<file path="config.mk">
export PLATFORM = sky130hd
export DESIGN_NAME = dual_mode_io_port_bank
export DESIGN_NICKNAME = d
export VERILOG_FILES = /design/src/rtl/io_port_pkg.sv /design/src/rtl/io_port_cell.sv /design/src/rtl/dual_mode_io_port_bank.sv
export SDC_FILE = /design/constraint.sdc
export NUM_CORES = 1
export LEC_CHECK = 0
export BUFFER_PORTS_ARGS = -buffer_cell sky130_fd_sc_hd__buf_2
export CAP_MARGIN = 20
export CORE_MARGIN = 5
export CORE_UTILIZATION = 58
export DETAILED_ROUTE_END_ITERATION = 16
export PLACE_DENSITY = 0.88
export RECOVER_POWER = 25
export SYNTH_ARGS = -nofsm -noshare
export SYNTH_HDL_FRONTEND = slang
export SYNTH_SLANG_ARGS = --single-unit
</file>
<file path="constraint.sdc">
create_clock -name REF_CLK_IN -period 11.2 [get_ports REF_CLK_IN]
set_input_delay 0.56 -clock REF_CLK_IN [delete_from_list [all_inputs] [get_ports REF_CLK_IN]]
set_output_delay 0.56 -clock REF_CLK_IN [all_outputs]
set_load 0.05 [all_outputs]
</file>
<file path="src/rtl/io_port_pkg.sv">
// constants shared by the port bank and its port cells
package io_port_pkg;
    localparam int PORT_WIDTH = 8;
    localparam int DIGITAL_PORTS = 8;
    localparam int SEL_WIDTH = 4;
    // port select codes; digital ports map onto cell slots 0..7
    localparam logic [3:0] SEL_ADDRESS_DATA_PORT = 4'h0;
    localparam logic [3:0] SEL_HIGH_ADDRESS_PORT = 4'h2;
    localparam logic [3:0] SEL_ANALOG_INPUT_PORT_A = 4'h7;
    localparam logic [3:0] SEL_ANALOG_INPUT_PORT_B = 4'h8;
    localparam logic [3:0] SEL_PORT_NINE = 4'h9;
    localparam logic [2:0] SLOT_PORT_NINE = 3'h7;
    localparam logic [7:0] LATCH_RESET = 8'hFF;
    localparam logic [7:0] DIRECTION_RESET = 8'hFF;
    localparam logic [7:0] READ_ZERO = 8'h00;
    // direction window closes at this state_two_phase_two strobe
    localparam logic [1:0] WINDOW_STROBES = 2'h2;
endpackage : io_port_pkg

</file>
<file path="src/rtl/io_port_cell.sv">
// one 8-bit digital port: latch, direction register and pin drivers
module io_port_cell
    import io_port_pkg::*;
(
    input wire logic clk,
    input wire logic rst,
    input wire logic latch_wr,
    input wire logic dir_wr,
    input wire logic [7:0] wdata,
    input wire logic bidir_mode,
    input wire logic ovr_en,
    input wire logic [7:0] ovr_oe,
    input wire logic [7:0] ovr_val,
    output logic [7:0] latch_q,
    output logic [7:0] dir_q,
    output logic [7:0] pin_out,
    output logic [7:0] pin_oe
);
    typedef struct packed {
        logic [7:0] latch;
        logic [7:0] dir;
        logic [7:0] pout;
        logic [7:0] poe;
    } cell_state_type;

    cell_state_type s_reg;
    cell_state_type s_next;

    always_comb begin
        s_next = s_reg;
        if (latch_wr) begin
            s_next.latch = wdata;
        end
        if (dir_wr) begin
            s_next.dir = wdata;
        end
        if (ovr_en) begin
            s_next.pout = ovr_val;
            s_next.poe = ovr_oe;
        end else if (bidir_mode) begin
            // dir bit one: driver off, pin is input
            s_next.pout = s_reg.latch;
            s_next.poe = ~s_reg.dir;
        end else begin
            // quasi: strong low only, high held by weak pull-up; dir ignored
            s_next.pout = s_reg.latch;
            s_next.poe = ~s_reg.latch;
        end
    end

    always_ff @(posedge clk or posedge rst) begin
        if (rst) begin
            s_reg <= '{latch: LATCH_RESET, dir: DIRECTION_RESET, pout: LATCH_RESET,
                poe: 8'h00};
        end else begin
            s_reg <= s_next;
        end
    end

    assign latch_q = s_reg.latch;
    assign dir_q = s_reg.dir;
    assign pin_out = s_reg.pout;
    assign pin_oe = s_reg.poe;
endmodule : io_port_cell

</file>
<file path="src/rtl/dual_mode_io_port_bank.sv">
// port bank: eight digital ports, two analog input ports, external bus reuse
// Behaviour
// - 64 lines as eight 8-bit ports with latch, driver, input buffer.
// - structure select bit: clear is quasi-bidirectional, set is CMOS bidirectional.
// - structure select bit is clear after reset.
// - external access: address data port drives low address, then write data; floats on reads.
// - high address port drives upper address for 16-bit addresses, else latch.
// - input-only ports return pin levels; writes to them do nothing.
// - input-only ports sampled as one whole byte at one moment.
// - each digital port has a direction register; input-only ports have none.
// - set direction access bit, then next access goes to direction register.
// - direction access bit clears at second state_two_phase_two after set.
// - interrupts blocked while the direction access window is open.
// - direction registers reset to all ones.
// - in quasi mode direction registers do not affect drivers.
// - bidirectional mode: each pin set as input or output by direction.
// - shared address target decoded from current direction access bit.
module dual_mode_io_port_bank
    import io_port_pkg::*;
(
    // clock and reset
    input wire logic REF_CLK_IN,
    input wire logic RST_IN,
    // register access from the core
    input wire logic [io_port_pkg::SEL_WIDTH-1:0] PORT_SEL_IN,
    input wire logic WR_IN,
    input wire logic RD_IN,
    input wire logic [io_port_pkg::PORT_WIDTH-1:0] WDATA_IN,
    output logic [io_port_pkg::PORT_WIDTH-1:0] RDATA_OUT,
    // control bits
    input wire logic STRUCT_SEL_WR_IN,
    input wire logic STRUCT_SEL_DATA_IN,
    input wire logic DIR_ACCESS_SET_IN,
    input wire logic STATE_TWO_PHASE_TWO_IN,
    output logic STRUCT_SEL_OUT,
    output logic DIR_ACCESS_OUT,
    output logic INT_BLOCK_OUT,
    // external memory access
    input wire logic EXT_ACCESS_IN,
    input wire logic EXT_ADDR_PHASE_IN,
    input wire logic EXT_WRITE_IN,
    input wire logic EXT_WIDE_IN,
    input wire logic [15:0] EXT_ADDR_IN,
    input wire logic [io_port_pkg::PORT_WIDTH-1:0] EXT_WDATA_IN,
    output logic [io_port_pkg::PORT_WIDTH-1:0] EXT_RDATA_OUT,
    // pins
    input wire logic [63:0] PIN_IN,
    output logic [63:0] PIN_OUT,
    output logic [63:0] PIN_OE_OUT,
    input wire logic [io_port_pkg::PORT_WIDTH-1:0] ANALOG_A_IN,
    input wire logic [io_port_pkg::PORT_WIDTH-1:0] ANALOG_B_IN
);
    import io_port_pkg::*;

    typedef struct packed {
        logic struct_sel;
        logic dir_access;
        logic [1:0] strobes;
        logic [7:0] rdata;
        logic [7:0] ext_rdata;
    } bank_state_type;

    bank_state_type s_reg;
    bank_state_type s_next;

    logic [7:0] latch_q [DIGITAL_PORTS];
    logic [7:0] dir_q [DIGITAL_PORTS];
    logic [7:0] pin_byte [DIGITAL_PORTS];
    logic digital_sel;
    logic [2:0] slot;

    // ****************************************************************
    // address decode
    // ****************************************************************
    always_comb begin
        digital_sel = 1'b0;
        slot = 3'h0;
        if (PORT_SEL_IN == SEL_PORT_NINE) begin
            digital_sel = 1'b1;
            slot = SLOT_PORT_NINE;
        end else if (PORT_SEL_IN < SEL_ANALOG_INPUT_PORT_A) begin
            digital_sel = 1'b1;
            slot = PORT_SEL_IN[2:0];
        end
    end

    // ****************************************************************
    // port cells
    // ****************************************************************
    genvar g;
    generate
        for (g = 0; g < DIGITAL_PORTS; g++) begin : g_port
            logic hit;
            logic ovr_en;
            logic [7:0] ovr_oe;
            logic [7:0] ovr_val;
            assign hit = digital_sel && (slot == 3'(g)) && WR_IN;
            assign pin_byte[g] = PIN_IN[g*8 +: 8];
            if (g == 0) begin : g_ad
                assign ovr_en = EXT_ACCESS_IN;
                assign ovr_oe = (EXT_ADDR_PHASE_IN || EXT_WRITE_IN) ? 8'hFF : 8'h00;
                assign ovr_val = EXT_ADDR_PHASE_IN ? EXT_ADDR_IN[7:0] : EXT_WDATA_IN;
            end else if (g == 2) begin : g_ha
                assign ovr_en = EXT_ACCESS_IN && EXT_WIDE_IN;
                assign ovr_oe = 8'hFF;
                assign ovr_val = EXT_ADDR_IN[15:8];
            end else begin : g_plain
                assign ovr_en = 1'b0;
                assign ovr_oe = 8'h00;
                assign ovr_val = 8'h00;
            end
            io_port_cell u_cell (
                .clk(REF_CLK_IN),
                .rst(RST_IN),
                .latch_wr(hit && !s_reg.dir_access),
                .dir_wr(hit && s_reg.dir_access),
                .wdata(WDATA_IN),
                .bidir_mode(s_reg.struct_sel),
                .ovr_en(ovr_en),
                .ovr_oe(ovr_oe),
                .ovr_val(ovr_val),
                .latch_q(latch_q[g]),
                .dir_q(dir_q[g]),
                .pin_out(PIN_OUT[g*8 +: 8]),
                .pin_oe(PIN_OE_OUT[g*8 +: 8])
            );
        end
    endgenerate

    // ****************************************************************
    // control bits, window timing and read path
    // ****************************************************************
    always_comb begin
        s_next = s_reg;
        if (STRUCT_SEL_WR_IN) begin
            s_next.struct_sel = STRUCT_SEL_DATA_IN;
        end
        if (s_reg.dir_access && STATE_TWO_PHASE_TWO_IN) begin
            s_next.strobes = s_reg.strobes + 2'h1;
            if (s_reg.strobes + 2'h1 == WINDOW_STROBES) begin
                s_next.dir_access = 1'b0;
                s_next.strobes = 2'h0;
            end
        end
        if (DIR_ACCESS_SET_IN) begin
            s_next.dir_access = 1'b1;
            s_next.strobes = 2'h0;
        end
        if (RD_IN) begin
            if (digital_sel) begin
                s_next.rdata = s_reg.dir_access ? dir_q[slot] : pin_byte[slot];
            end else if (PORT_SEL_IN == SEL_ANALOG_INPUT_PORT_A) begin
                s_next.rdata = ANALOG_A_IN;
            end else if (PORT_SEL_IN == SEL_ANALOG_INPUT_PORT_B) begin
                s_next.rdata = ANALOG_B_IN;
            end else begin
                s_next.rdata = READ_ZERO;
            end
        end
        if (EXT_ACCESS_IN && !EXT_ADDR_PHASE_IN && !EXT_WRITE_IN) begin
            s_next.ext_rdata = pin_byte[0];
        end
    end

    always_ff @(posedge REF_CLK_IN or posedge RST_IN) begin
        if (RST_IN) begin
            s_reg <= '{struct_sel: 1'b0, dir_access: 1'b0, strobes: 2'h0,
                rdata: 8'h00, ext_rdata: 8'h00};
        end else begin
            s_reg <= s_next;
        end
    end

    assign RDATA_OUT = s_reg.rdata;
    assign EXT_RDATA_OUT = s_reg.ext_rdata;
    assign STRUCT_SEL_OUT = s_reg.struct_sel;
    assign DIR_ACCESS_OUT = s_reg.dir_access;
    assign INT_BLOCK_OUT = s_reg.dir_access;

    // ****************************************************************
    // checks
    // ****************************************************************
    // helper: timing strobes seen while the window is open
    logic [1:0] window_seen_reg;

    always_ff @(posedge REF_CLK_IN or posedge RST_IN) begin
        if (RST_IN) begin
            window_seen_reg <= 2'h0;
        end else if (DIR_ACCESS_SET_IN) begin
            window_seen_reg <= 2'h0;
        end else if (DIR_ACCESS_OUT && STATE_TWO_PHASE_TWO_IN) begin
            window_seen_reg <= window_seen_reg + 2'h1;
        end
    end
endmodule : dual_mode_io_port_bank

</file>
==> flow_summary.ini, run 1 <==
[status]
run_status = complete, but fails checks
violations = capacitance limit, slew limit

[power_and_ir_drop]
powerDensity_nw_per_um2 = 212.7
p_leak_uw = 0.006443
vdd_drop_max_v = 0.0001839

[detailed_routing]
drt_wl_total_um = 34450
num_vias = 8625
drc = 0
ant_nets = 0
drtIter0Drc = 877
drt_first_pass_iters = 6
viasPerCell = 6.036
wire_per_inst_um = 24.10

[synthesis]
yosysUniqueCellTypes = 50
yosysWarnings = 0
syn_area_um2 = 12070
synth_ff_type = dfstp_2
synth-seq-cells = 276
synth_edf_count = 0
synth_nets = 1035
ys_seq_area_share_pct = 59.19
syn_area_per_cell_um2 = 13.31
synthCells = 907
synthArstFlopShare_pct = 100.0

[global_routing]
overflow = 0
grt_max_degree = 148
grt_pass1_wl_um = 52870
antenna_found_initial = 1
grt_util_all_layers_pct = 28.10
grt_pass1_vias = 8904

[timing]
slew_headroom_pct = -314.8
rsz0062_at_grt = no
tightest_slew_ns = 6.187
fin_crit_ns = 5.409
fin_tns_setup_ns = 0
finalCritPeriodShare_pct = 48.29
setup_slack_ns = 5.791
clock.fmax_mhz = 184.9
fin_skew_ns = 0.01625
slew_violations = 148
finalHoldViolCount = 0
setup_viol = 0

[setup_path]
path_delay_family = buffers and inverters
crit_buf_inv = 2
path_max_fanout = 147
cp_slowest_cell = clkinvlp_2
critPathKind = in2async
worstPathArrival_ns = 4.22
worstPathRequired_ns = 10.01
worstSetupStartpointType = primary input
setup.worst_path.end_class = asynchronous set/reset pin
crit_chain = buf_2 > clkinvlp_2
cpPeakStageDelay_ns = 3.40

[cts]
cts_root_buf = clkbuf_16
clk_latency_ns = 0.54
tritoncts = done
cts-resized-gates = 0
cts-hold-fix-buffers = 0
clock-sinks = 276
numCtsBuffers = 28
post-cts-setup-buffer-count = 0
ctsLongestPathBuffers = 3
cts-htree-levels = 1
clk_pin_slew_ns = 0.07

[place]
finalWeightedCongestion = 0.9446
io_buffer_count = 274
pre_cts_ws_ns = 7.935
hpwl_um = 23440

[flow_run]
max_cap_violations = 1

[layout]
seq_area_um2 = 7151
area_growth_pct = 19.93
nets = 1265
multiInputGateArea_um2 = 4427
drive_gt1_share_pct = 54.53
fill_cells = 1341
antenna_cells = 0

[worst_hold_path]
hold_class = in2reg

[die]
die_w_um = 154.3
io_pins = 275
initial_core_util_pct = 59.29
core-area_um2 = 20360
die_h_um = 154.3
die_area_um2 = 23800
core.rowCount = 52
[final cells by class]
type / instances / share of cell area (%)
well taps: 270 / 2.333
flip-flops and latches: 276 / 49.38
clock inverters: 15 / 1.918
clock buffers: 37 / 5.487
multi-input cells: 536 / 30.57
repair buffers: 282 / 9.963
inverters: 13 / 0.3456
[metal layers]
layer / wire (um) / GRT usage, % / vias up / part of all wire [%]
met1: 13270 / 37.40 / 4292 / 39
li1: - / - / 3736 / -
met3: 3349 / 6.985 / 95 / 9.7
met2: 16450 / 45.36 / 500 / 48
met4: 1365 / 9.840 / 2 / 4.0
met5: 7 / 0 / - / 0.020
[final timing paths]
path	from	to	slack [ns]	cells past startpoint
max	RST_IN	STRUCT_SEL_OUT	5.79	2
min	DIR_ACCESS_SET_IN	s_reg[17]	0.20	2
max reg2reg	DIR_ACCESS_OUT	g_port[6].u_cell.dir_q[6]	8.79	3
min reg2reg	g_port[4].u_cell.latch_q[2]	g_port[4].u_cell.pin_out[2]	0.38	0
max in group REF_CLK_IN	PORT_SEL_IN[3]	g_port[7].u_cell.latch_q[4]	8.55	4
min in group asynchronous	RST_IN	g_port[5].u_cell.pin_oe[4]	1.96	2
[layout by cell type, fill, tap and decap left out, drive strengths merged, types with 6 or more instances in the layout]
| cell | count |
|---|---|
| buf | 282 |
| dfstp | 192 |
| mux2 | 153 |
| dfrtp | 84 |
| mux2i | 64 |
| nor2 | 59 |
| o21ai | 43 |
| a21oi | 37 |
| clkbuf | 37 |
| nand2 | 26 |
| a22o | 15 |
| o221ai | 13 |
| o22ai | 13 |
| inv | 13 |
| o31ai | 11 |
| o32a | 10 |
| a22oi | 9 |
| a211oi | 8 |
| or3b | 8 |
| and3b | 7 |
| and3 | 7 |
| o2111ai | 7 |
| bufinv | 7 |
| clkinv | 6 |
[stage by stage]
stage	area (um2)	util (%)	total power, uW	instances	hold slack (ns)
floorplan	12070	-	1829	907	0.3585
global placement	13390	65.74	2016	1375	0.3616
detailed placement	13390	65.74	2031	1375	0.3632
CTS	14460	71.01	3093	1427	0.1886
global route	14480	71.10	3185	1429	0.1995
finish	14480	71.10	3080	1429	0.2000
[synth_stat cells, types with 10 or more instances]
| cell type | instances | share of area, % |
|---|---|---|
| o21ai_0 | 43 | 1.8 |
| dfrtp_1 | 84 | 17 |
| nand2_1 | 24 | 0.75 |
| clkbuf_1 | 27 | 0.84 |
| buf_4 | 21 | 1.3 |
| a22o_1 | 15 | 1.1 |
| nor2_1 | 57 | 1.8 |
| o31ai_1 | 11 | 0.68 |
| mux2_4 | 16 | 2.0 |
| mux2_2 | 131 | 12 |
| buf_2 | 28 | 1.2 |
| dfstp_2 | 192 | 42 |
| o22ai_1 | 13 | 0.67 |
| mux2i_1 | 64 | 5.3 |
| o32a_1 | 10 | 0.83 |
| o221ai_1 | 13 | 0.94 |
| inv_1 | 11 | 0.34 |
| a21oi_1 | 37 | 1.5 |
[power by group]
group / total [uW] / switching, uW / internal [uW]
combinational: 668 / 464 / 204
sequential: 1350 / 134 / 1220
clock: 1060 / 395 / 664
[cells by family after synthesis]
logic type | share of synthesized area [%]
compound gates | 10.48
xor+xnor | 0.1451
buf+inv | 4.145
flops | 59.19
mux | 20.07
simple gates | 5.969
Note: power is estimated with default switching activity, not from simulation.
==> run 2, diff against run 1 <==
CORE_UTILIZATION = 49   (was 58)
PLACE_DENSITY = 0.79   (was 0.88)
clock period = 4.3 ns   (was 11.2 ns; I/O delays follow)
==> run 2 against run 1 <==
Effect of this change:
- the run still ends with capacitance limit, slew limit left
- combinational power rose to 2.6 times the previous value
- via count shrank 0.10%
- setup slack worse by 4.1 ns
- non-clock buffer count increased by 37
- sequential cell count did not move
- register-to-register slack worse by 6.8 ns
- clock power grew 130%
- largest cell class unchanged
- highest routed layer is now met4
==> flow_summary.ini, run 2 (same netlist as run 1, synthesis figures left out) <==
[cts]
cts_root_buf = clkbuf_16
cts-htree-levels = 1
cts-resized-gates = 0
clk_latency_ns = 0.54
clock-sinks = 276
clk_pin_slew_ns = 0.06
ctsLongestPathBuffers = 3
cts-hold-fix-buffers = 34
tritoncts = done
numCtsBuffers = 29
post-cts-setup-buffer-count = 0

[layout]
final_cell_mix = 273 x buf_2, 142 x dfstp_2, 130 x mux2_2
area_growth_pct = 22.29
layoutNonFillerInstCount = 1523
multiInputGateArea_um2 = 4427
nets = 1303
mostFrequentLayoutCell = buf_2
seq_area_um2 = 7151
drive_gt1_share_pct = 52.75
fill_cells = 1905

[timing]
tightest_slew_ns = 1.674
holdWs_ns = 0.02174
setup_viol = 0
setup_slack_ns = 1.650
finalCritPeriodShare_pct = 61.62
rsz0062_at_grt = no
clock.fmax_mhz = 377.4
slew_headroom_pct = -12.20
finalHoldViolCount = 0
fin_skew_ns = 0.01015
fin_tns_setup_ns = 0
slew_violations = 37
fin_crit_ns = 2.650

[place]
finalWeightedCongestion = 0.8561
hpwl_um = 24380
io_buffer_count = 274
pre_cts_ws_ns = 1.669
dp_cells = 1434

[global_routing]
antenna_found_initial = 1
grt_max_degree = 107
grt_pass1_vias = 8951
grt_pass1_wl_um = 53030
overflow = 0
grt_util_all_layers_pct = 24.06

[setup_path]
cp_slowest_cell = clkbuf_2
crit_chain = dlygate4sd3_1 > buf_2 > clkinvlp_2 > clkbuf_2
rr_startpoint = DIR_ACCESS_OUT
cpPeakStageDelay_ns = 1.18
reg2reg_depth = 3
path_max_fanout = 56
worstPathArrival_ns = 3.07
reg2reg_slack_ns = 2.03
worstReg2RegEnd = g_port[6].u_cell.dir_q[3]
worstPathRequired_ns = 4.72
critPathKind = in2async
startpoint = RST_IN
setup.worst_path.end_class = asynchronous set/reset pin
worstSetupStartpointType = primary input

[die]
core.rowCount = 57
initial_core_util_pct = 49.65
core-area_um2 = 24320
io_pins = 275
die_w_um = 167.0
die_area_um2 = 27880
die_h_um = 167.0

[flow_run]
max_cap_violations = 1

[detailed_routing]
wire_per_inst_um = 22.81
drt_first_pass_iters = 6
viasPerCell = 5.657
ant_nets = 0
drc = 0
num_vias = 8616
drt_wl_total_um = 34730
drtIter0Drc = 707

[power_and_ir_drop]
intPower_uw = 5146
combPwrFrac_pct = 22.8
p_seq_share_pct = 45.7
p_leak_uw = 0.006514
powerDensity_nw_per_um2 = 521.9
swShare_pct = 33.23
p_clk_share_pct = 31.5
p_sw_uw = 2560
vdd_drop_max_v = 0.0005081

[worst_hold_path]
min_from = EXT_WDATA_IN[1]
holdPathEnd = g_port[0].u_cell.pin_out[1]
hold_class = in2reg
hold_depth = 3

[status]
run_status = complete, but fails checks
violations = capacitance limit, slew limit
-- run 2: final cells by class --
cell class	instances	share of cell area [%]
sequential	276	48.43
multi-input combinational	536	29.98
timing repair buffer	319	12.19
clock buffer	42	5.381
tap	324	2.746
clock inverter	12	0.9237
inverter	13	0.3390
antenna	1	0.01695
-- run 2: power by group through the flow --
stage	clock, uW	sequential (uW)	combinational, uW
global placement	0	3580	1700
CTS	2470	3540	1760
floorplan	0	4020	750
finish	2420	3520	1760
global route	2590	3570	1850
detailed placement	0	3580	1730
-- run 2: critical path: cells and delay by family --
kind | cells | cell delay (ns)
buf+inv | 4 | 2.79
-- run 2: metrics by stage --
step	utilization (%)	instance area, um2	power, uW
finish	60.71	14770	7706
global route	60.71	14770	8009
CTS	60.80	14790	7774
detailed placement	55.57	13510	5308
global placement	55.57	13510	5279
floorplan	-	12080	4767
-- run 2: how the worst max path moves through the flow --
stage | slack [ns] | to | cells after the start
after floorplan | 0.59 | DIR_ACCESS_OUT | 1
after global placement | 1.71 | g_port[7].u_cell.latch_q[7] | 4
after detailed placement | 1.67 | g_port[7].u_cell.latch_q[1] | 4
after CTS | 2.04 | g_port[6].u_cell.dir_q[3] | 3
after global routing | 1.21 | g_port[7].u_cell.pin_oe[3] | 4
final | 1.65 | g_port[7].u_cell.pin_oe[3] | 4
-- run 2: metal layers --
metal | part of all wire, % | wire length [um] | global-route usage [%] | up-vias
li1 | - | - | - | 3815
met1 | 41 | 14390 | 31.83 | 4361
met2 | 49 | 16890 | 40.01 | 382
met3 | 7.5 | 2622 | 6.091 | 58
met4 | 2.4 | 825 | 6.048 | 0
met5 | 0 | 0 | 0 | -
==> run 3, diff against run 2 <==
clock period = 2.2 ns   (was 4.3 ns; I/O delays follow)
==> run 3 against run 2 <==
Effect of this change:
- the flow now finishes without violations
- largest cell class unchanged
- register-to-register slack worse by 1.8 ns
- global-route usage up 1.3 points
- non-clock buffer count up 35
- critical path depth is 1 lower
- clock skew increased by 0.014 ns
==> flow_summary.ini, run 3 (same netlist as run 1, synthesis figures left out) <==
[setup_path]
reg2reg_depth = 3
worstSetupStartpointType = flip-flop
setup.worst_path.end_class = flip-flop
path_max_fanout = 9
crit_chain = nand2_1 > nor4_4 > mux2_2
cpPeakStageDelay_ns = 0.61
cp_slowest_cell = nor4_4
worstPathRequired_ns = 2.68
critPathKind = reg2reg
worstPathArrival_ns = 2.42

[layout]
fill_cells = 1835
multiInputGateArea_um2 = 4422
nets = 1337
seq_area_um2 = 7151
drive_gt1_share_pct = 54.02
layoutNonFillerInstCount = 1560
final_cell_mix = 272 x buf_2, 142 x dfstp_2, 131 x mux2_2
area_growth_pct = 25.81
mostFrequentLayoutCell = buf_2

[timing]
finalCritPeriodShare_pct = 87.97
finalHoldViolCount = 0
clock.fmax_mhz = 516.7
fin_tns_setup_ns = 0
rsz0062_at_grt = no
slew_violations = 0
tightest_slew_ns = 1.303
fin_crit_ns = 1.935
setup_viol = 0
fin_skew_ns = 0.02375
slew_headroom_pct = 12.94

[global_routing]
overflow = 0
grt_util_met1_pct = 32.79
grt_pass1_wl_um = 55720
use_met2_pct = 42.41
grt.met3_usage_pct = 6.234
grt_pass1_vias = 9282
grt_max_degree = 62
grt_busiest_layer = met2
antenna_found_initial = 7
grt_util_all_layers_pct = 25.37

[detailed_routing]
num_vias = 8747
ant_nets = 0
drc = 0
drtIter0Drc = 620
wire_per_inst_um = 23.18
viasPerCell = 5.607
drt_first_pass_iters = 5
drt_wl_total_um = 36160

[place]
io_buffer_count = 274
hpwl_um = 25340
finalWeightedCongestion = 0.9384
dp_cells = 1465

[die]
die_w_um = 167.0
die_h_um = 167.0
core-area_um2 = 24320
core.rowCount = 57
io_pins = 275
initial_core_util_pct = 49.65
die_area_um2 = 27880

[cts]
cts-resized-gates = 0
cts_root_buf = clkbuf_16
clock-sinks = 276
clk_latency_ns = 0.56
tritoncts = done
numCtsBuffers = 28
clk_pin_slew_ns = 0.06
ctsLongestPathBuffers = 3
cts-htree-levels = 1

[worst_hold_path]
hold_class = in2reg
hold_depth = 2

[power_and_ir_drop]
vdd_drop_max_v = 0.0007227
powerDensity_nw_per_um2 = 1030
p_leak_uw = 0.006734

[status]
run_status = finished, final reports clean

[flow_run]
max_cap_violations = 0
==> run 3: power by group <==
group | total, uW | switching [uW] | internal, uW | leakage, uW
sequential | 6860 | 640 | 6220 | 0.00288
combinational | 3550 | 2410 | 1130 | 0.00335
clock | 5250 | 2010 | 3240 | 0.000502
==> run 3: timing repair <==
action,CTS,global route
endpoints found under the hold margin,29,0
buffers inserted,0,0
hold buffers,38,0
==> run 3: metrics by stage <==
stage | utilization [%] | setup WS, ns | hold slack (ns) | power [uW] | instance area [um2]
after floorplan | - | -1.405 | 0.1764 | 9317 | 12080
after global placement | 56.73 | 0.2969 | 0.2352 | 10360 | 13800
after detailed placement | 56.73 | 0.2402 | 0.2395 | 10420 | 13800
after CTS | 62.63 | 0.2745 | 0.006274 | 15800 | 15230
after global routing | 62.45 | 0.09050 | 0.03822 | 16260 | 15190
final | 62.46 | 0.2647 | 0.01951 | 15650 | 15190
==> run 3: worst paths after layout <==
check / start / end / slack [ns]
max reg2reg: DIR_ACCESS_OUT / g_port[6].u_cell.dir_q[4] / 0.26
min reg2reg: g_port[6].u_cell.latch_q[5] / g_port[6].u_cell.pin_out[5] / 0.38
max in group asynchronous: RST_IN / g_port[4].u_cell.pin_oe[6] / 0.43
max: DIR_ACCESS_OUT / g_port[6].u_cell.dir_q[4] / 0.26
min in group asynchronous: RST_IN / g_port[1].u_cell.pin_oe[4] / 0.39
min: RD_IN / RDATA_OUT[0] / 0.02
==> run 3: worst max-delay path, delay by kind of cell (launching register included) <==
kind          cells  cell delay [ns]
flops             1             0.54
mux               1             0.41
simple gates      2             0.92
==> run 3: final cells by class <==
class / count / share of cell area [%]
multi-input cells: 536 / 29.11
repair buffers: 354 / 13.80
clock inverters: 16 / 1.796
clock buffers: 36 / 5.140
diodes: 5 / 0.08237
well taps: 324 / 2.669
inverters: 13 / 0.3295
flip-flops and latches: 276 / 47.07
==> run 3: routing by layer <==
metal | wire, um | vias up | share of wire [%]
met4 | 1184 | 6 | 3.3
met5 | 34 | - | 0.094
met3 | 2771 | 95 | 7.7
met1 | 14310 | 4363 | 40
li1 | - | 3896 | -
met2 | 17860 | 387 | 49
